[src/hdl/tfa_cfg.svh]
// Purpose: Constants for the trigger, flag and terminal address block
// Assumes: APB byte addresses, one aligned 32-bit word per register
// Notes:   Functional notes below
`ifndef TFA_CFG_SVH
`define TFA_CFG_SVH

// ****************************************************************
// Register byte addresses
// ****************************************************************
`define TFA_ADDR_CFG1     8'h00
`define TFA_ADDR_CFG3     8'h04
`define TFA_ADDR_MODE     8'h08
`define TFA_ADDR_CFG5     8'h0c
`define TFA_ADDR_CFG6     8'h10
`define TFA_ADDR_STATUS   8'h14
`define TFA_ADDR_SEQCMD   8'h18
`define TFA_ADDR_INSTCNT  8'h1c

// ****************************************************************
// Field positions
// ****************************************************************
`define TFA_CFG1_SUBSYSTEM_FAULT_IN_BIT   8
`define TFA_CFG1_EXTEN_BIT    7
`define TFA_CFG3_ENH_BIT      15
`define TFA_CFG6_SRC_BIT      5
`define TFA_MODE_SEL_LSB      0
`define TFA_MODE_ALT_BIT      2
`define TFA_CMD_WAIT_BIT      0
`define TFA_CMD_STOP_BIT      1
`define TFA_ST_FLAG_BIT       0
`define TFA_ST_BCRUN_BIT      1
`define TFA_ST_WAIT_BIT       2
`define TFA_ST_MON_BIT        3
`define TFA_ST_ADDR_LSB       4
`define TFA_ST_PVALID_BIT     10

// ****************************************************************
// Reset values
// ****************************************************************
`define TFA_RST_SUBSYSTEM_FAULT_IN  1'h1
`define TFA_RST_EXTEN   1'h0
`define TFA_RST_ENH     1'h0
`define TFA_RST_SRC     1'h0
`define TFA_RST_ALT     1'h0
`define TFA_RST_ADDR    5'h00
`define TFA_RST_PAR     1'h0
`define TFA_RST_TRIG_IDLE 1'h1

// ****************************************************************
// Timing
// ****************************************************************
`define TFA_TRIG_HOLD_CLKS  4

`endif

[src/hdl/tfa_pkg.sv]
// Purpose: Types for the trigger, flag and terminal address block
// Assumes: Nothing
// Notes:   Codes follow declaration order, counting up from 0
package tfa_pkg;

   typedef enum logic [1:0] {
      MODE_RT,
      MODE_BC,
      MODE_WMON,
      MODE_MMON
   } tfa_mode_t;

   typedef enum logic {
      SEQ_RUN,
      SEQ_WAIT_TRIG
   } tfa_seq_t;

endpackage

[src/hdl/tfa_edge_sync.sv]
// Purpose: Two-stage synchroniser with rising edge pulse
// Assumes: Single clock domain downstream
// Notes:   First stage feeds only the second stage
`timescale 1ns/1ps
`include "tfa_cfg.svh"
module tfa_edge_sync (
   // Clock and reset
   input  wire logic core_clk,
   input  wire logic nrst,
   // Line
   input  wire logic asyncIn,
   output logic      syncLevel,
   output logic      risePulse
);

   logic meta_q;
   logic sync_q;
   logic prev_q;
   logic pulse_q;

   // Reset to the pin's idle level so release gives no false edge
   always_ff @(posedge core_clk or negedge nrst) begin
      if (!nrst) begin
         meta_q <= `TFA_RST_TRIG_IDLE;
         sync_q <= `TFA_RST_TRIG_IDLE;
      end else begin
         meta_q <= asyncIn;
         sync_q <= meta_q;
      end
   end

   // One event per low-to-high transition of the clean level
   always_ff @(posedge core_clk or negedge nrst) begin
      if (!nrst) begin
         prev_q  <= `TFA_RST_TRIG_IDLE;
         pulse_q <= 1'h0;
      end else begin
         prev_q  <= sync_q;
         pulse_q <= sync_q & ~prev_q;
      end
   end

   assign syncLevel = sync_q;
   assign risePulse = pulse_q;

endmodule

[src/hdl/tfa_trigger_addr.sv]
// Purpose: Flag/trigger pin handling and terminal address input path
// Assumes: APB slave, zero wait states, core_clk at 50 MHz
// Notes:   Trigger pin is shared between flag and trigger duties
`timescale 1ns/1ps
`include "tfa_cfg.svh"
module tfa_trigger_addr (
   // Clock and reset
   input  wire logic        core_clk,
   input  wire logic        nrst,
   // APB slave
   input  wire logic        psel,
   input  wire logic        penable,
   input  wire logic        pwrite,
   input  wire logic [7:0]  paddr,
   input  wire logic [31:0] pwdata,
   output logic [31:0]      prdata,
   output logic             pready,
   output logic             pslverr,
   // Pins
   input  wire logic        external_trigger_in,
   input  wire logic [4:0]  terminal_address_pins,
   input  wire logic        terminal_address_parity_pin,
   // Protocol side
   output logic             statusFlagBit,
   output logic             bcStartPulse,
   output logic             monStartPulse,
   output logic             seqAdvancePulse,
   output logic             seqWaiting,
   output logic [4:0]       rtAddress,
   output logic             rtParity,
   output logic             rtAddrValid
);

   // ****************************************************************
   // Helpers
   // ****************************************************************
   function automatic logic oddOnes(input logic [5:0] v);
      oddOnes = ^v;
   endfunction

   function automatic logic regHit(input logic [7:0] a,
                                   input logic [7:0] r);
      regHit = (a == r);
   endfunction

   // ****************************************************************
   // Declarations
   // ****************************************************************
   logic              ssFlagCfg_q;
   logic              extEnable_q;
   logic              enhanced_q;
   logic              addrSrc_q;
   logic              altStatus_q;
   tfa_pkg::tfa_mode_t mode_q;
   tfa_pkg::tfa_seq_t  seq_q;
   logic              bcRunning_q;
   logic              monActive_q;
   logic [15:0]       instCount_q;
   logic [4:0]        addr_q;
   logic              par_q;
   logic              addrValid_q;
   logic              flagBit_q;
   logic              bcStart_q;
   logic              monStart_q;
   logic              seqAdv_q;
   logic [31:0]       prdata_q;
   logic              pready_q;
   logic              pslverr_q;
   logic              trigLevel;
   logic              trigRise;
   logic              setupPhase;
   logic              wrDone;
   logic              mapped;
   logic [31:0]       rdData_d;
   logic              useTrig;

   // ****************************************************************
   // Trigger synchroniser
   // ****************************************************************
   tfa_edge_sync u_sync (
      .core_clk  (core_clk),
      .nrst      (nrst),
      .asyncIn   (external_trigger_in),
      .syncLevel (trigLevel),
      .risePulse (trigRise)
   );

   // Pin is ignored in message monitor and alternate status RT modes
   always_comb begin
      useTrig = 1'h1;
      if (mode_q == tfa_pkg::MODE_MMON) begin
         useTrig = 1'h0;
      end
      if ((mode_q == tfa_pkg::MODE_RT) && altStatus_q) begin
         useTrig = 1'h0;
      end
   end

   // ****************************************************************
   // APB decode
   // ****************************************************************
   assign setupPhase = psel & ~penable;
   assign wrDone     = psel & penable & pready_q & pwrite;

   always_comb begin
      mapped = regHit(paddr, `TFA_ADDR_CFG1)   |
               regHit(paddr, `TFA_ADDR_CFG3)   |
               regHit(paddr, `TFA_ADDR_MODE)   |
               regHit(paddr, `TFA_ADDR_CFG5)   |
               regHit(paddr, `TFA_ADDR_CFG6)   |
               regHit(paddr, `TFA_ADDR_STATUS) |
               regHit(paddr, `TFA_ADDR_SEQCMD) |
               regHit(paddr, `TFA_ADDR_INSTCNT);
   end

   always_comb begin
      rdData_d = 32'h0000_0000;
      unique case (paddr)
         `TFA_ADDR_CFG1: begin
            rdData_d[`TFA_CFG1_SUBSYSTEM_FAULT_IN_BIT] = ssFlagCfg_q;
            rdData_d[`TFA_CFG1_EXTEN_BIT]  = extEnable_q;
         end
         `TFA_ADDR_CFG3: begin
            rdData_d[`TFA_CFG3_ENH_BIT] = enhanced_q;
         end
         `TFA_ADDR_MODE: begin
            rdData_d[`TFA_MODE_SEL_LSB +: 2] = mode_q;
            rdData_d[`TFA_MODE_ALT_BIT]      = altStatus_q;
         end
         `TFA_ADDR_CFG5: begin
            rdData_d[5:0] = {addr_q, par_q};
         end
         `TFA_ADDR_CFG6: begin
            rdData_d[`TFA_CFG6_SRC_BIT] = addrSrc_q;
         end
         `TFA_ADDR_STATUS: begin
            rdData_d[`TFA_ST_FLAG_BIT]         = flagBit_q;
            rdData_d[`TFA_ST_BCRUN_BIT]        = bcRunning_q;
            rdData_d[`TFA_ST_WAIT_BIT]         = (seq_q ==
                                                  tfa_pkg::SEQ_WAIT_TRIG);
            rdData_d[`TFA_ST_MON_BIT]          = monActive_q;
            rdData_d[`TFA_ST_ADDR_LSB +: 6]    = {addr_q, par_q};
            rdData_d[`TFA_ST_PVALID_BIT]       = addrValid_q;
         end
         `TFA_ADDR_INSTCNT: begin
            rdData_d[15:0] = instCount_q;
         end
         default: begin
            rdData_d = 32'h0000_0000;
         end
      endcase
   end

   // Answer comes one cycle after setup: no wait states
   always_ff @(posedge core_clk or negedge nrst) begin
      if (!nrst) begin
         pready_q  <= 1'h0;
         pslverr_q <= 1'h0;
         prdata_q  <= 32'h0000_0000;
      end else begin
         pready_q  <= setupPhase;
         pslverr_q <= setupPhase & ~mapped;
         if (setupPhase && !pwrite) begin
            prdata_q <= rdData_d;
         end else begin
            prdata_q <= 32'h0000_0000;
         end
      end
   end

   // ****************************************************************
   // Configuration registers
   // ****************************************************************
   always_ff @(posedge core_clk or negedge nrst) begin
      if (!nrst) begin
         ssFlagCfg_q <= `TFA_RST_SUBSYSTEM_FAULT_IN;
         extEnable_q <= `TFA_RST_EXTEN;
      end else if (wrDone && regHit(paddr, `TFA_ADDR_CFG1)) begin
         ssFlagCfg_q <= pwdata[`TFA_CFG1_SUBSYSTEM_FAULT_IN_BIT];
         extEnable_q <= pwdata[`TFA_CFG1_EXTEN_BIT];
      end
   end

   always_ff @(posedge core_clk or negedge nrst) begin
      if (!nrst) begin
         enhanced_q <= `TFA_RST_ENH;
      end else if (wrDone && regHit(paddr, `TFA_ADDR_CFG3)) begin
         enhanced_q <= pwdata[`TFA_CFG3_ENH_BIT];
      end
   end

   always_ff @(posedge core_clk or negedge nrst) begin
      if (!nrst) begin
         mode_q      <= tfa_pkg::MODE_RT;
         altStatus_q <= `TFA_RST_ALT;
      end else if (wrDone && regHit(paddr, `TFA_ADDR_MODE)) begin
         mode_q      <= tfa_pkg::tfa_mode_t'(
                           pwdata[`TFA_MODE_SEL_LSB +: 2]);
         altStatus_q <= pwdata[`TFA_MODE_ALT_BIT];
      end
   end

   always_ff @(posedge core_clk or negedge nrst) begin
      if (!nrst) begin
         addrSrc_q <= `TFA_RST_SRC;
      end else if (wrDone && regHit(paddr, `TFA_ADDR_CFG6)) begin
         addrSrc_q <= pwdata[`TFA_CFG6_SRC_BIT];
      end
   end

   // ****************************************************************
   // Terminal address
   // ****************************************************************
   always_ff @(posedge core_clk or negedge nrst) begin
      if (!nrst) begin
         addr_q <= `TFA_RST_ADDR;
         par_q  <= `TFA_RST_PAR;
      end else if (!addrSrc_q) begin
         addr_q <= terminal_address_pins;
         par_q  <= terminal_address_parity_pin;
      end else if (wrDone && regHit(paddr, `TFA_ADDR_CFG5)) begin
         addr_q <= pwdata[5:1];
         par_q  <= pwdata[0];
      end
   end

   always_ff @(posedge core_clk or negedge nrst) begin
      if (!nrst) begin
         addrValid_q <= 1'h0;
      end else begin
         addrValid_q <= oddOnes({addr_q, par_q});
      end
   end

   // ****************************************************************
   // Subsystem flag
   // ****************************************************************
   always_ff @(posedge core_clk or negedge nrst) begin
      if (!nrst) begin
         flagBit_q <= 1'h0;
      end else if ((mode_q == tfa_pkg::MODE_RT) && !altStatus_q) begin
         flagBit_q <= ~ssFlagCfg_q | ~trigLevel;
      end else begin
         flagBit_q <= ~ssFlagCfg_q;
      end
   end

   // ****************************************************************
   // Bus controller start and monitor start
   // ****************************************************************
   always_ff @(posedge core_clk or negedge nrst) begin
      if (!nrst) begin
         bcStart_q   <= 1'h0;
         bcRunning_q <= 1'h0;
      end else begin
         bcStart_q <= 1'h0;
         if (trigRise && useTrig && extEnable_q && !enhanced_q &&
             (mode_q == tfa_pkg::MODE_BC)) begin
            bcStart_q   <= 1'h1;
            bcRunning_q <= 1'h1;
         end else if (wrDone && regHit(paddr, `TFA_ADDR_SEQCMD) &&
                      pwdata[`TFA_CMD_STOP_BIT]) begin
            bcRunning_q <= 1'h0;
         end
      end
   end

   always_ff @(posedge core_clk or negedge nrst) begin
      if (!nrst) begin
         monStart_q  <= 1'h0;
         monActive_q <= 1'h0;
      end else begin
         monStart_q <= 1'h0;
         if (trigRise && useTrig && extEnable_q &&
             (mode_q == tfa_pkg::MODE_WMON)) begin
            monStart_q  <= 1'h1;
            monActive_q <= 1'h1;
         end else if (wrDone && regHit(paddr, `TFA_ADDR_SEQCMD) &&
                      pwdata[`TFA_CMD_STOP_BIT]) begin
            monActive_q <= 1'h0;
         end
      end
   end

   // ****************************************************************
   // Enhanced sequencer wait for trigger
   // ****************************************************************
   always_ff @(posedge core_clk or negedge nrst) begin
      if (!nrst) begin
         seq_q       <= tfa_pkg::SEQ_RUN;
         seqAdv_q    <= 1'h0;
         instCount_q <= 16'h0000;
      end else begin
         seqAdv_q <= 1'h0;
         unique case (seq_q)
            tfa_pkg::SEQ_RUN: begin
               if (wrDone && regHit(paddr, `TFA_ADDR_SEQCMD) &&
                   pwdata[`TFA_CMD_WAIT_BIT] && enhanced_q &&
                   (mode_q == tfa_pkg::MODE_BC)) begin
                  seq_q <= tfa_pkg::SEQ_WAIT_TRIG;
               end
            end
            tfa_pkg::SEQ_WAIT_TRIG: begin
               // Stalls until the edge, or until software aborts
               if (trigRise && useTrig) begin
                  seq_q       <= tfa_pkg::SEQ_RUN;
                  seqAdv_q    <= 1'h1;
                  instCount_q <= instCount_q + 16'h0001;
               end else if (!enhanced_q ||
                            (mode_q != tfa_pkg::MODE_BC) ||
                            (wrDone &&
                             regHit(paddr, `TFA_ADDR_SEQCMD) &&
                             pwdata[`TFA_CMD_STOP_BIT])) begin
                  seq_q <= tfa_pkg::SEQ_RUN;
               end
            end
         endcase
      end
   end

   // ****************************************************************
   // Outputs
   // ****************************************************************
   assign prdata          = prdata_q;
   assign pready          = pready_q;
   assign pslverr         = pslverr_q;
   assign statusFlagBit   = flagBit_q;
   assign bcStartPulse    = bcStart_q;
   assign monStartPulse   = monStart_q;
   assign seqAdvancePulse = seqAdv_q;
   assign seqWaiting      = (seq_q == tfa_pkg::SEQ_WAIT_TRIG);
   assign rtAddress       = addr_q;
   assign rtParity        = par_q;
   assign rtAddrValid     = addrValid_q;

endmodule

[config.mk]
export PLATFORM = sky130hd
export DESIGN_NAME = tfa_trigger_addr
export DESIGN_NICKNAME = d
export VERILOG_FILES = /design/src/hdl/tfa_pkg.sv /design/src/hdl/tfa_edge_sync.sv /design/src/hdl/tfa_trigger_addr.sv
export VERILOG_INCLUDE_DIRS = /design/src /design/src/hdl
export SDC_FILE = /design/constraint.sdc
export NUM_CORES = 1
export LEC_CHECK = 0
export BUFFER_PORTS_ARGS = -buffer_cell sky130_fd_sc_hd__buf_2
export CORE_UTILIZATION = 50
export CTS_CLUSTER_SIZE = 25
export DETAILED_ROUTE_END_ITERATION = 10
export GPL_TIMING_DRIVEN = 0
export PLACE_DENSITY = 0.84
export REMOVE_ABC_BUFFERS = 1
export SLEW_MARGIN = 20
export SYNTH_ARGS = -nofsm -noshare
export SYNTH_HDL_FRONTEND = slang
export SYNTH_HIERARCHICAL = 1
export SYNTH_SLANG_ARGS = --single-unit
[constraint.sdc]
create_clock -name core_clk -period 1.89 [get_ports core_clk]
set_clock_uncertainty 0.15 [all_clocks]
set_input_delay 0.378 -clock core_clk [delete_from_list [all_inputs] [get_ports core_clk]]
set_output_delay 0.378 -clock core_clk [all_outputs]
set_load 0.1 [all_outputs]
## Yosys cells after proc, flatten, opt, wreduce, memory -nomap -nowiden

Cells that the tools add are included.

- Output and inout port bits: 46
- Word-level logic and storage cells: 113
- Flip-flop bits (word level): 75

- Bitwise operators: 20
- Mux-type cells: 27
- Reduce and logical (&&, ||, !) cells: 29
- Equal/unequal tests: 12
- Add/subtract/negate cells: 1

Operators with widths:

| cell | count |
|---|---|
| 8-bit by 5-bit equality test with 1-bit output (second input constant) | 4 |
| 1-bit logical AND | 18 |
| 16-bit by 1-bit adder with 16-bit output (second input constant) | 1 |
| 8-bit by 4-bit equality test with 1-bit output (second input constant) | 2 |
| 16-bit two-way mux | 1 |
| 1-bit two-way mux | 15 |
| 2-bit one-hot mux with 3 select lines | 2 |
| 3-bit one-hot mux with 4 select lines | 1 |
| 5-bit two-way mux | 2 |
| 8-bit by 3-bit equality test with 1-bit output (second input constant) | 1 |
| 8-bit zero test | 1 |
| 1-bit bitwise OR | 8 |
| 1-bit bitwise AND | 6 |
| 1-bit NOT | 6 |
| 1-bit one-hot mux with 2 select lines | 3 |
| 6-bit XOR reduction | 1 |
| 2-bit equality test (second input constant) | 2 |
| 4-bit two-way mux | 1 |
| 2-bit by 1-bit inequality test with 1-bit output (second input constant) | 2 |
| 1-bit one-hot mux with 4 select lines | 1 |
| 2-bit one-hot mux with 2 select lines | 1 |
| 2-bit nonzero test | 2 |
| 1-bit zero test | 3 |
| 2-bit by 1-bit equality test with 1-bit output (second input constant) | 1 |
| 3 further kinds | 4 |

## Logic depth before layout (Yosys ltp)

Gate-level depths: netlist of the first run.

- Word-level depth: 10
- Mapped depth: 5

## Modules after synthesis

The synthesis of the first run kept the hierarchy.

Modules (own cells, without submodules):

| module | sequential area each (um^2) | area each (um^2) | cells an instance | instances |
|---|---|---|---|---|
| tfa_trigger_addr | 1,377.6 | 2,710.1 | 234 | 1 |
| tfa_edge_sync | 103.8 | 117.6 | 5 | 1 |

## Worst setup path after synthesis of the first run

No wires, ideal clock.

- Path type: register -> register
- From: register seq_q (netlist: seqWaiting)
- To: register instCount_q[1]
- Period minus slack after synthesis: 2.368 ns
- Path buffers: 0
- Arrival: 2.093 ns
- Setup time: 0.125 ns
- Path slack: -0.478 ns
- Cell stages (with the launch flop): 4
- Cell sequence: dfrtp_1 nand2_1 a211oi_2 mux2_2

- Cells in the longest elaborated chain, start to end: 1

Ends and longest elaborated chain:

| element | line | RTL |
|---|---|---|
| start, declared | tfa_trigger_addr.sv:55 | `tfa_pkg::tfa_seq_t seq_q;` |
| start signal, assigned | tfa_trigger_addr.sv:290 | `seq_q <= tfa_pkg::SEQ_RUN;` |
| start signal, assigned | tfa_trigger_addr.sv:300 | `seq_q <= tfa_pkg::SEQ_WAIT_TRIG;` |
| start signal, assigned | tfa_trigger_addr.sv:306 | `seq_q <= tfa_pkg::SEQ_RUN;` |
| 2-bit AND reduction (no line) | -- |  |
| end signal, assigned | tfa_trigger_addr.sv:308 | `instCount_q <= instCount_q + 16'h0001;` |
| end, declared | tfa_trigger_addr.sv:58 | `logic [15:0] instCount_q;` |

No other way between the ends.
A chain may end at the register's enable or synchronous reset.

## Worst setup path after layout of the first run

- From: register addr_q[1] (netlist: rtAddress[1])
- To: output rtAddress[1]

RTL lines:

| element | line | RTL |
|---|---|---|
| start, declared | tfa_trigger_addr.sv:59 | `logic [4:0] addr_q;` |
| start signal, assigned | tfa_trigger_addr.sv:216 | `` addr_q <= `TFA_RST_ADDR; `` |
| start signal, assigned | tfa_trigger_addr.sv:219 | `addr_q <= terminal_address_pins;` |
| start signal, assigned | tfa_trigger_addr.sv:222 | `addr_q <= pwdata[5:1];` |
| end, declared | tfa_trigger_addr.sv:29 | `output logic [4:0] rtAddress,` |

No word-level cell between the ends.

==> reports/results.tsv, run 1 <==
stage	metric	value	unit
critical_path	worst-path-stages	1	
clock_tree	cts.sinks	59	
clock_tree	clock_path_buffers	2	
timing	setup_tns	0	ps
critical_path	path_max_fanout	5	
yosys	yosys.area_share.adder	0.00442	
detailed_routing	avgRoutedWirePerCell	15.9	um
yosys	synth-warning-count	6	
critical_path	crit_family	flip-flops	
yosys	syn_avg_cell_area	11.8	um2
timing	worstMarginPinSlew	707	ps
pwr	comb_power_share	0.155	
global_routing	grt_util_all_layers	0.221	
layout	syn_to_final_growth	17.4	%
detailed_routing	vias_per_cell	5.48	
critical_path	worstPathArrival	1300	ps
yosys	ys_types	49	
clock_tree	cts_tree	yes	
critical_path	r2r_cells	4	
pwr	clock_power_share	0.365	
layout	post-route-util	0.607	
job	max_cap_violations	0	
yosys	synth_top_family_by_area	simple AND/OR/NAND/NOR gates	
global_routing	use_met1	0.294	
critical_path	path_buf_inv	1	
critical_path	path_class	flip-flop to output pin	
yosys	yosys.area_share.simple	0.173	
detailed_routing	drt_iter0_drc	169	
yosys	ys_async_sr_fraction	1.00	
clock_tree	clk_pin_slew	60	ps
yosys	yosysSeqAreaShare	0.524	
timing	setup_viol	0	
critical_path	endpoint	rtAddress[1]	
pwr	swShare	0.302	
die	initial_core_util	0.517	
clock_tree	htree_levels	3	
critical_path	r2r_slack	70	ps
yosys	synth_compound_area_frac	0.0677	
layout	final_layout_size_suffix_gt1_frac	0.340	
clock_tree	cts_buffers	9	
detailed_routing	ant_nets	0	
timing	fmax	0.546	GHz
run_status	outcome	finished clean	
die	coreArea	5470	um2
critical_path	slowest_delay	490	ps
yosys	synth_ff_type	dfrtp_1	
die	die_width	77.2	um
die	rows	27	
clock_tree	clock_latency	330	ps
yosys	ys_seq_elements	59	
global_routing	first_global_vias	1993	
place	globalplace.congestion	0.868	
timing	layout_min_cycle_time	1830	ps
detailed_routing	wl	5990	um
critical_path	setup.worst_path.start	rtAddress[1]$_DFFE_PN0P_	
timing	rsz0062_at_grt	no	
layout	diodes	0	
global_routing	grt_start_max_net_pins	60	
critical_path	required	1360	ps
die	fp.dieH	77.2	um
global_routing	antenna_found_initial	0	
detailed_routing	dr_total_vias	2071	
timing	slew_headroom	0.529	
die	io_pins	98	
critical_path	crit_chain	buf_2	
global_routing	grt_pass1_wl	9770	um
timing	finalHoldViolCount	0	
critical_path	endpoint_kind	output pin	
place	portBuffers	58	
worst_hold_path	hold_path.class	primary input to flip-flop	
critical_path	start_kind	flip-flop	
yosys	synth_xor_area_frac	0.0619	
yosys	syn_inst	239	
critical_path	r2r_start	seqWaiting$_DFF_PN0_	
detailed_routing	firstDrtPassIters	4	
critical_path	slowest_stage	dfrtp_1	
layout	fin_nets	354	
die	design.die.area	5960	um2
global_routing	grt-ovfl-total	0	
pwr	p_switching	824	uW
global_routing	top_usage_layer	met2	
clock_tree	root_buffer	clkbuf_8	
pwr	p_int	1910	uW
critical_path	r2r_end	instCount_q[15]$_DFFE_PN0P_	
yosys	syn_area	2830	um2
place	dp_hpwl	4170	um
global_routing	grtUsageMet2	0.338	
pwr	leakage	0.00166	uW
detailed_routing	drcViolationCount	0	
pwr	power_density	823	nW/um2
pwr	seqPwrFrac	0.480	
timing	slew_viol_final	0	
global_routing	grtUsageMet3	0.0607	
timing	period_share	0.969	
yosys	yosys-mux-area-fraction	0.105	
yosys	synth-edff-count	0	
pwr	vdd_ir_drop_max	531	uV
[kinds of logic (layout without fill, tap and decap cells)]
family	after synthesis	after routing
other	1	16
adder cells (fa/ha/maj)	1	1
AND/OR/NAND/NOR	78	78
AO/OA/AOI/OAI	25	26
XOR/XNOR	20	20
buffers and inverters	27	78
flip-flops	59	59
multiplexers	28	28
[worst min-delay path by stage]
stage / startpoint / cells after the start / end
4_1_cts: pwdata[7] / 2 / extEnable_q$_DFFE_PN0P_
3_5_place_dp: u_sync/meta_q$_DFF_PN1_ / 0 / u_sync/syncLevel$_DFF_PN1_
6_report: pwdata[15] / 2 / enhanced_q$_DFFE_PN0P_
3_3_place_gp: u_sync/meta_q$_DFF_PN1_ / 0 / u_sync/syncLevel$_DFF_PN1_
5_1_grt: pwdata[7] / 2 / extEnable_q$_DFFE_PN0P_
2_1_floorplan: nrst / 0 / addrSrc_q$_DFFE_PN0P_
[cell usage in the layout (no fill, tap or decap), drive strengths merged, types with 3 or more instances in the layout]
cell,Yosys,layout
and2,4,4
buf,23,58
and3,5,5
nand4,9,9
mux2,13,13
nor4b,3,3
mux2i,15,15
dfrtp,55,55
nand3,6,6
nor2,17,17
nand2,15,15
xnor2,18,18
conb,1,16
a21oi,10,10
and4,3,3
clkbuf,2,14
dfstp,4,4
o22ai,3,3
[cell usage after synthesis (2+ instances only)]
master | number | area share
a21o_1 | 2 | 0.0053
a21oi_1 | 10 | 0.018
a22oi_1 | 2 | 0.0053
a32oi_1 | 2 | 0.0062
and2_1 | 4 | 0.0088
and3_1 | 5 | 0.011
and4_1 | 3 | 0.0093
buf_2 | 3 | 0.0053
buf_4 | 19 | 0.050
clkbuf_1 | 2 | 0.0027
dfrtp_1 | 55 | 0.49
dfstp_2 | 4 | 0.037
inv_1 | 2 | 0.0027
mux2_2 | 13 | 0.052
mux2i_1 | 15 | 0.053
nand2_1 | 15 | 0.020
nand2b_1 | 2 | 0.0044
nand3_1 | 5 | 0.0088
nand3b_1 | 2 | 0.0053
nand4_1 | 9 | 0.020
nor2_1 | 16 | 0.021
nor3b_1 | 2 | 0.0053
o22ai_1 | 3 | 0.0066
xnor2_1 | 18 | 0.056
xor2_1 | 2 | 0.0062
[what timing repair did]
item | in CTS | in global routing
gates resized for setup | 2 | 4
cloned | 0 | 1
pin swaps | 1 | 3
setup endpoints to repair | 12 | 14
hold buffers | 2 | 0
hold endpoints to repair | 56 | 0
setup buffers | 0 | 0
[power groups by stage]
| stage | Clock [uW] | Sequential [uW] | Combinational (uW) |
|---|---|---|---|
| after global placement | 0 | 1330 | 415 |
| after global routing | 1100 | 1310 | 445 |
| after CTS | 1020 | 1310 | 425 |
| after floorplan | 0 | 1440 | 202 |
| after detailed placement | 0 | 1330 | 421 |
| final | 996 | 1310 | 423 |
[routing by layer]
layer | part of all wire | vias to the layer above
li1 | - | 945
met1 | 0.43 | 1011
met2 | 0.48 | 104
met3 | 0.068 | 11
met4 | 0.019 | 0
met5 | 0 | -
[flip-flops by register name, indices dropped and copies added, names as in the netlist, 2 cells and up]
name,count
mode_q,2
prdata,16
rtAddress,5
instCount_q,16
[per-stage QoR]
step / cells / hold slack (ps) / power (uW) / setup WS [ps] / area (um2)
6_report: 378 / 136 / 2730 / 57.8 / 3320
5_1_grt: 378 / 124 / 2860 / 9.11 / 3320
4_1_cts: 377 / 126 / 2760 / -2.00 / 3300
3_5_place_dp: 359 / 199 / 1750 / -211 / 3100
3_3_place_gp: 359 / 196 / 1750 / -140 / 3100
2_1_floorplan: 229 / -67.6 / 1640 / -478 / 2720
[area by class of cell]
| cell class | instances | area, um2 |
|---|---|---|
| Fill cell | 452 | 2150 |
| Sequential cell | 59 | 1480 |
| Clock buffer | 14 | 163 |
| Timing Repair Buffer | 60 | 313 |
| Multi-Input combinational cell | 169 | 1250 |
| Clock inverter | 2 | 10.0 |
| Tap cell | 72 | 90.1 |
| Inverter | 2 | 7.51 |
Power figures use the tool's default switching activity.
==> run 2: changes to the inputs <==
- CORE_UTILIZATION: 50 -> 45
- PLACE_DENSITY: 0.84 -> 0.8
- clock period: 1.89 -> 1.5 ns (I/O delays scaled with it)
==> run 2 against run 1 <==
Compared with the run above:
- the flow now finishes with violations (setup timing)
- worst setup slack worse by 240 ps
- die area up 11%
- cell area up 18%
- critical path depth up 4
- final cell count up 7.1%
- count of clock-buffer cells in the layout down 3
- register-to-register slack worse by 250 ps
- non-clock buffer count up 24
- first-iteration DRC count up 11%
- power up 42%
- hold slack worse by 96 ps
- combinational power up 41%
==> reports/results.tsv, run 2 (same netlist as run 1, synthesis figures left out) <==
stage	metric	value	unit	change
worst_hold_path	hold_path.class	primary input to flip-flop		unchanged
detailed_routing	wl_met3	473	um	was 407 um
detailed_routing	drt-met1-wl	2970	um	was 2570 um
detailed_routing	firstDrtPassIters	4		unchanged
detailed_routing	drt_iter0_drc	187		was 169
layout	multi_input_area	1410	um2	was 1250 um2
timing	worstMarginPinSlew	723	ps	was 707 ps
critical_path	slowest_stage	dfrtp_1		unchanged
clock_tree	cts.sinks	59		unchanged
critical_path	r2r_end	mode_q[1]$_DFFE_PN0P_		was instCount_q[15]$_DFFE_PN0P_
detailed_routing	wl	7090	um	was 5990 um
layout	fillers	429		was 452
clock_tree	clock_path_buffers	2		unchanged
layout	final_cell_mix	dfrtp_1, buf_4, buf_2		was buf_2, dfrtp_1, xnor2_1
run_status	outcome	finished with violations		was finished clean
die	io_pins	98		unchanged
timing	whs	40.1	ps	was 136 ps
layout	stdcell_count	405		was 378
detailed_routing	drcViolationCount	0		unchanged
clock_tree	clk_pin_slew	70	ps	was 60 ps
job	max_cap_violations	0		unchanged
global_routing	grt_start_max_net_pins	60		unchanged
die	die_width	81.3	um	was 77.2 um
layout	post-route-util	0.654		was 0.607
critical_path	endpoint	mode_q[1]$_DFFE_PN0P_		was rtAddress[1]
clock_tree	cts_buffers	9		unchanged
clock_tree	root_buffer	clkbuf_8		unchanged
critical_path	slowest_delay	350	ps	was 490 ps
critical_path	path_class	flip-flop to flip-flop		was flip-flop to output pin
die	rows	28		was 27
run_status	violations	setup timing		
global_routing	first_global_vias	2148		was 1993
pwr	power_density	991	nW/um2	was 823 nW/um2
timing	slew_viol_final	0		unchanged
die	design.die.area	6600	um2	was 5960 um2
layout	final_common_cell	dfrtp_1		was buf_2
timing	finalHoldViolCount	0		unchanged
timing	layout_setup_ws	-182	ps	was 57.8 ps
die	fp.dieH	81.3	um	was 77.2 um
layout	fin_nets	378		was 354
critical_path	worstPathArrival	1760	ps	was 1300 ps
critical_path	path_max_fanout	4		was 5
clock_tree	htree_levels	3		unchanged
place	post-place-cells	362		was 359
timing	rsz0062_at_grt	yes		was no
global_routing	grt-ovfl-total	0		unchanged
pwr	leakage	0.00190	uW	was 0.00166 uW
global_routing	grt_util_all_layers	0.226		was 0.221
detailed_routing	dr_total_vias	2208		was 2071
place	portBuffers	58		unchanged
timing	setup_tns	-2130	ps	was 0 ps
critical_path	r2r_slack	-180	ps	was 70 ps
timing	setup_viol	27		was 0
layout	final_layout_size_suffix_gt1_frac	0.479		was 0.340
timing	fmax	0.594	GHz	
die	coreArea	5990	um2	was 5470 um2
global_routing	grt_pass1_wl	10700	um	was 9770 um
pwr	vdd_ir_drop_max	677	uV	was 531 uV
place	dp_hpwl	4190	um	was 4170 um
critical_path	crit_chain	and4_4 -> nand3_4 -> nor4b_4 -> buf_4 -> mux2_4		was buf_2
clock_tree	cts_tree	yes		unchanged
global_routing	antenna_found_initial	0		unchanged
detailed_routing	wl_met2	3480	um	was 2900 um
place	globalplace.congestion	0.794		was 0.868
critical_path	setup.worst_path.start	pready$_DFF_PN0_		was rtAddress[1]$_DFFE_PN0P_
critical_path	endpoint_kind	flip-flop		was output pin
timing	slew_headroom	0.518		was 0.529
critical_path	r2r_cells	5		was 4
die	initial_core_util	0.472		was 0.517
timing	period_share	1.12		
detailed_routing	avgRoutedWirePerCell	17.5	um	was 15.9 um
critical_path	start_kind	flip-flop		unchanged
critical_path	r2r_start	pready$_DFF_PN0_		was seqWaiting$_DFF_PN0_
timing	layout_min_cycle_time	1680	ps	
detailed_routing	top_layer	met4		unchanged
layout	diodes	0		unchanged
clock_tree	clock_latency	340	ps	was 330 ps
detailed_routing	ant_nets	0		unchanged
layout	syn_to_final_growth	38.6	%	was 17.4%
critical_path	required	1580	ps	was 1360 ps
layout	ff_latch_area	1500	um2	was 1480 um2
detailed_routing	vias_per_cell	5.45		was 5.48
-- run 2: final cells by class --
| cell class | instances | share of cell area |
|---|---|---|
| multi-input combinational | 169 | 0.360 |
| sequential | 59 | 0.382 |
| timing repair buffer | 84 | 0.174 |
| inverter | 2 | 0.00192 |
| clock inverter | 5 | 0.0192 |
| tap | 75 | 0.0239 |
| clock buffer | 11 | 0.0386 |
-- run 2: critical path, delay by kind of cell, from the launching register on --
kind | cells | cell delay, ps
multiplexers | 1 | 300
AND/OR/NAND/NOR | 3 | 590
flip-flops | 1 | 350
buffers and inverters | 1 | 180
-- run 2: worst min path at each step --
stage,start,endpoint,depth (start not counted)
detailed placement,u_sync/meta_q$_DFF_PN1_,u_sync/syncLevel$_DFF_PN1_,0
global route,pwdata[15],enhanced_q$_DFFE_PN0P_,2
CTS,pwdata[8],ssFlagCfg_q$_DFFE_PN1P_,2
global placement,u_sync/meta_q$_DFF_PN1_,u_sync/syncLevel$_DFF_PN1_,0
finish,pwdata[15],enhanced_q$_DFFE_PN0P_,2
floorplan,nrst,addrSrc_q$_DFFE_PN0P_,0
-- run 2: power breakdown --
group / total, uW / switching [uW] / internal (uW)
Clock: 1630 / 617 / 1020
Combinational: 597 / 460 / 137
Sequential: 1650 / 30.6 / 1620
Total: 3880 / 1110 / 2780
-- run 2: per-layer routing --
layer	up-vias	GRT usage
li1	995	-
met1	1084	0.290
met2	113	0.350
met3	16	0.0461
met4	0	0.138
met5	-	0
-- run 2: metrics by stage --
stage                     instance area, um2  worst slack [ps]  power, uW
after CTS                               3760              -148       3900
after global placement                  3100              -499       2200
after global routing                    3920              -235       4000
after floorplan                         2720              -868       2070
after detailed placement                3100              -524       2210
final                                   3920              -182       3880
-- run 2: what timing repair did --
item | CTS | global route
cloned | 1 | 0
endpoints found under the setup margin | 65 | 40
endpoints found under the hold margin | 56 | 0
hold buffers | 2 | 0
pin swaps | 15 | 19
gates resized for setup | 82 | 30
buffers inserted | 20 | 5
==> run 3: changes to the inputs <==
- CORE_UTILIZATION: 45 -> 47
- CTS_BUF_LIST: default -> sky130_fd_sc_hd__clkbuf_2
- PLACE_DENSITY: 0.8 -> 0.83
==> run 3 against run 2 <==
Compared with the run above:
- the flow still finishes with violations (setup timing)
- sequential power about the same
- global-route usage increased by 2.6 points
- non-clock buffer count increased by 25
- combinational power increased by 15%
- fmax decreased by 1.5%
- hold slack got worse by 19 ps
- cell area increased by 6.7%
- sequential cell count unchanged
- power decreased by 20%
- critical path depth unchanged
==> reports/results.tsv, run 3 (same netlist as run 1, synthesis figures left out) <==
stage	metric	value	unit	change
run_status	violations	setup timing		unchanged
critical_path	slowest_stage	dfrtp_1		unchanged
timing	finalHoldViolCount	0		unchanged
die	initial_core_util	0.501		was 0.472
critical_path	path_max_fanout	3		was 4
timing	fmax	0.585	GHz	was 0.594 GHz
timing	slew_headroom	0.518		about the same
die	die_width	79.6	um	was 81.3 um
critical_path	r2r_cells	5		unchanged
die	coreArea	5640	um2	was 5990 um2
detailed_routing	firstDrtPassIters	4		unchanged
timing	setup_tns	-2740	ps	was -2130 ps
pwr	clock_power_share	0.251		was 0.421
pwr	p_int	2060	uW	was 2780 uW
global_routing	first_global_vias	2333		was 2148
global_routing	grt_start_max_net_pins	60		unchanged
pwr	comb_power_share	0.220		was 0.154
worst_hold_path	hold_start	paddr[0]		was pwdata[15]
clock_tree	cts_buffers	9		unchanged
critical_path	r2r_start	pready$_DFF_PN0_		unchanged
die	design.die.area	6330	um2	was 6600 um2
die	io_pins	98		unchanged
layout	ff_latch_area	1500	um2	about the same
clock_tree	clock_path_buffers	2		unchanged
layout	fillers	346		was 429
global_routing	grtUsageMet2	0.411		was 0.350
timing	rsz0062_at_grt	yes		unchanged
timing	layout_setup_ws	-208	ps	was -182 ps
detailed_routing	avgRoutedWirePerCell	18.2	um	was 17.5 um
worst_hold_path	hold_path.class	primary input to flip-flop		unchanged
die	fp.dieH	79.6	um	was 81.3 um
pwr	finalPower	3120	uW	was 3880 uW
critical_path	path_class	flip-flop to flip-flop		unchanged
place	globalplace.congestion	0.830		was 0.794
pwr	power_density	747	nW/um2	was 991 nW/um2
layout	syn_to_final_growth	47.9	%	was 38.6%
global_routing	grt-ovfl-total	0		unchanged
clock_tree	clk_pin_slew	150	ps	was 70 ps
layout	multi_input_area	1420	um2	was 1410 um2
worst_hold_path	min_to	pslverr$_DFF_PN0_		was enhanced_q$_DFFE_PN0P_
critical_path	slowest_delay	380	ps	was 350 ps
clock_tree	htree_levels	3		unchanged
pwr	vdd_ir_drop_max	727	uV	was 677 uV
pwr	leakage	0.00202	uW	was 0.00190 uW
critical_path	r2r_end	altStatus_q$_DFFE_PN0P_		was mode_q[1]$_DFFE_PN0P_
run_status	outcome	finished with violations		unchanged
pwr	seqPwrFrac	0.528		was 0.426
global_routing	grtUsageMet3	0.0571		was 0.0461
layout	final_common_cell	dfrtp_1		unchanged
timing	layout_min_cycle_time	1710	ps	was 1680 ps
layout	final_layout_size_suffix_gt1_frac	0.472		was 0.479
global_routing	grt_util_all_layers	0.252		was 0.226
timing	setup_viol	53		was 27
critical_path	start_kind	flip-flop		unchanged
clock_tree	cts_tree	yes		unchanged
clock_tree	root_buffer	clkbuf_2		was clkbuf_8
detailed_routing	drt_iter0_drc	221		was 187
layout	final_cell_mix	dfrtp_1, buf_4, buf_2		unchanged
detailed_routing	vias_per_cell	5.51		was 5.45
timing	slew_viol_final	0		unchanged
global_routing	use_met1	0.320		was 0.290
critical_path	path_buf_inv	1		unchanged
timing	worstMarginPinSlew	723	ps	about the same
critical_path	crit_family	simple AND/OR/NAND/NOR gates		unchanged
global_routing	grt_pass1_wl	11700	um	was 10700 um
critical_path	crit_chain	and4_4 -> nand3_4 -> nor4b_4 -> buf_4 -> mux2_4		unchanged
critical_path	required	1720	ps	was 1580 ps
clock_tree	clock_latency	470	ps	was 340 ps
pwr	p_switching	1070	uW	was 1110 uW
layout	fin_nets	402		was 378
critical_path	endpoint_kind	flip-flop		unchanged
die	rows	27		was 28
place	portBuffers	58		unchanged
detailed_routing	dr_total_vias	2349		was 2208
job	max_cap_violations	0		unchanged
detailed_routing	ant_nets	0		unchanged
critical_path	worstPathArrival	1920	ps	was 1760 ps
clock_tree	cts.sinks	59		unchanged
pwr	swShare	0.342		was 0.285
detailed_routing	wl	7740	um	was 7090 um
timing	period_share	1.14		was 1.12
global_routing	top_usage_layer	met2		unchanged
place	dp_hpwl	4160	um	was 4190 um
critical_path	r2r_slack	-210	ps	was -180 ps
worst_hold_path	min_path_cells	3		was 2
global_routing	antenna_found_initial	0		unchanged
layout	diodes	0		unchanged
detailed_routing	drcViolationCount	0		unchanged
-- run 3: cell types whose count changed in the layout (fill, tap and decap cells not counted), sizes merged --
cell / before / now
dlygate4sd3: 2 / 19
buf: 81 / 90
bufinv: 2 / 0
a211oi: 2 / 1
clkinv: 3 / 4
-- run 3: per-layer routing --
| metal | part of all wire | vias up | wire length (um) |
|---|---|---|---|
| li1 | - | 1046 | - |
| met1 | 0.39 | 1155 | 3040 |
| met2 | 0.50 | 130 | 3890 |
| met3 | 0.081 | 18 | 625 |
| met4 | 0.024 | 0 | 183 |
| met5 | 0 | - | 0 |
-- run 3: worst reg2reg max path: cells and delay by family (launching register included) --
family / cells / cell delay, ps
buffers and inverters: 1 / 190
DFF: 1 / 380
muxes: 1 / 300
and+or+nand+nor: 3 / 600
-- run 3: worst max-delay path by stage --
| stage | from | end | slack, ps | depth (start not counted) |
|---|---|---|---|---|
| floorplan | seqWaiting$_DFF_PN0_ | instCount_q[1]$_DFFE_PN0P_ | -870 | 3 |
| global placement | mode_q[0]$_DFFE_PN0P_ | instCount_q[1]$_DFFE_PN0P_ | -510 | 3 |
| global route | pready$_DFF_PN0_ | mode_q[0]$_DFFE_PN0P_ | -250 | 5 |
| CTS | pready$_DFF_PN0_ | altStatus_q$_DFFE_PN0P_ | -170 | 5 |
| finish | pready$_DFF_PN0_ | altStatus_q$_DFFE_PN0P_ | -210 | 5 |
| detailed placement | mode_q[0]$_DFFE_PN0P_ | instCount_q[1]$_DFFE_PN0P_ | -520 | 3 |
-- run 3: area by class of cell --
class,count,share of cell area
flip-flops and latches,59,0.358
multi-input cells,168,0.339
repair buffers,109,0.261
well taps,72,0.0215
clock buffers,12,0.0144
clock inverters,4,0.00449
inverters,2,0.00180
-- run 3: what timing repair did --
item	CTS	global route
pin swaps	13	18
endpoints found under the hold margin	71	0
setup buffers	26	6
gates resized for setup	130	30
hold buffers	19	0
cloned	0	0
setup endpoints to repair	60	63
-- run 3: power by group through the flow --
| stage | clock network (uW) | logic (uW) | registers, uW |
|---|---|---|---|
| 2_1_floorplan | 0 | 255 | 1810 |
| 3_3_place_gp | 0 | 524 | 1680 |
| 3_5_place_dp | 0 | 532 | 1670 |
| 4_1_cts | 797 | 664 | 1650 |
| 5_1_grt | 884 | 716 | 1650 |
| 6_report | 785 | 688 | 1650 |
-- run 3: stage by stage --
stage | setup slack, ps | std cells | util | hold WS, ps | cell area (um2)
final | -208 | 426 | 0.741 | 21.3 | 4180
after global routing | -252 | 426 | 0.741 | 15.4 | 4180
after CTS | -173 | 420 | 0.709 | 11.5 | 4000
after detailed placement | -524 | 359 | 0.549 | 202 | 3100
after global placement | -510 | 359 | 0.549 | 196 | 3100
after floorplan | -868 | 229 | - | -146 | 2720
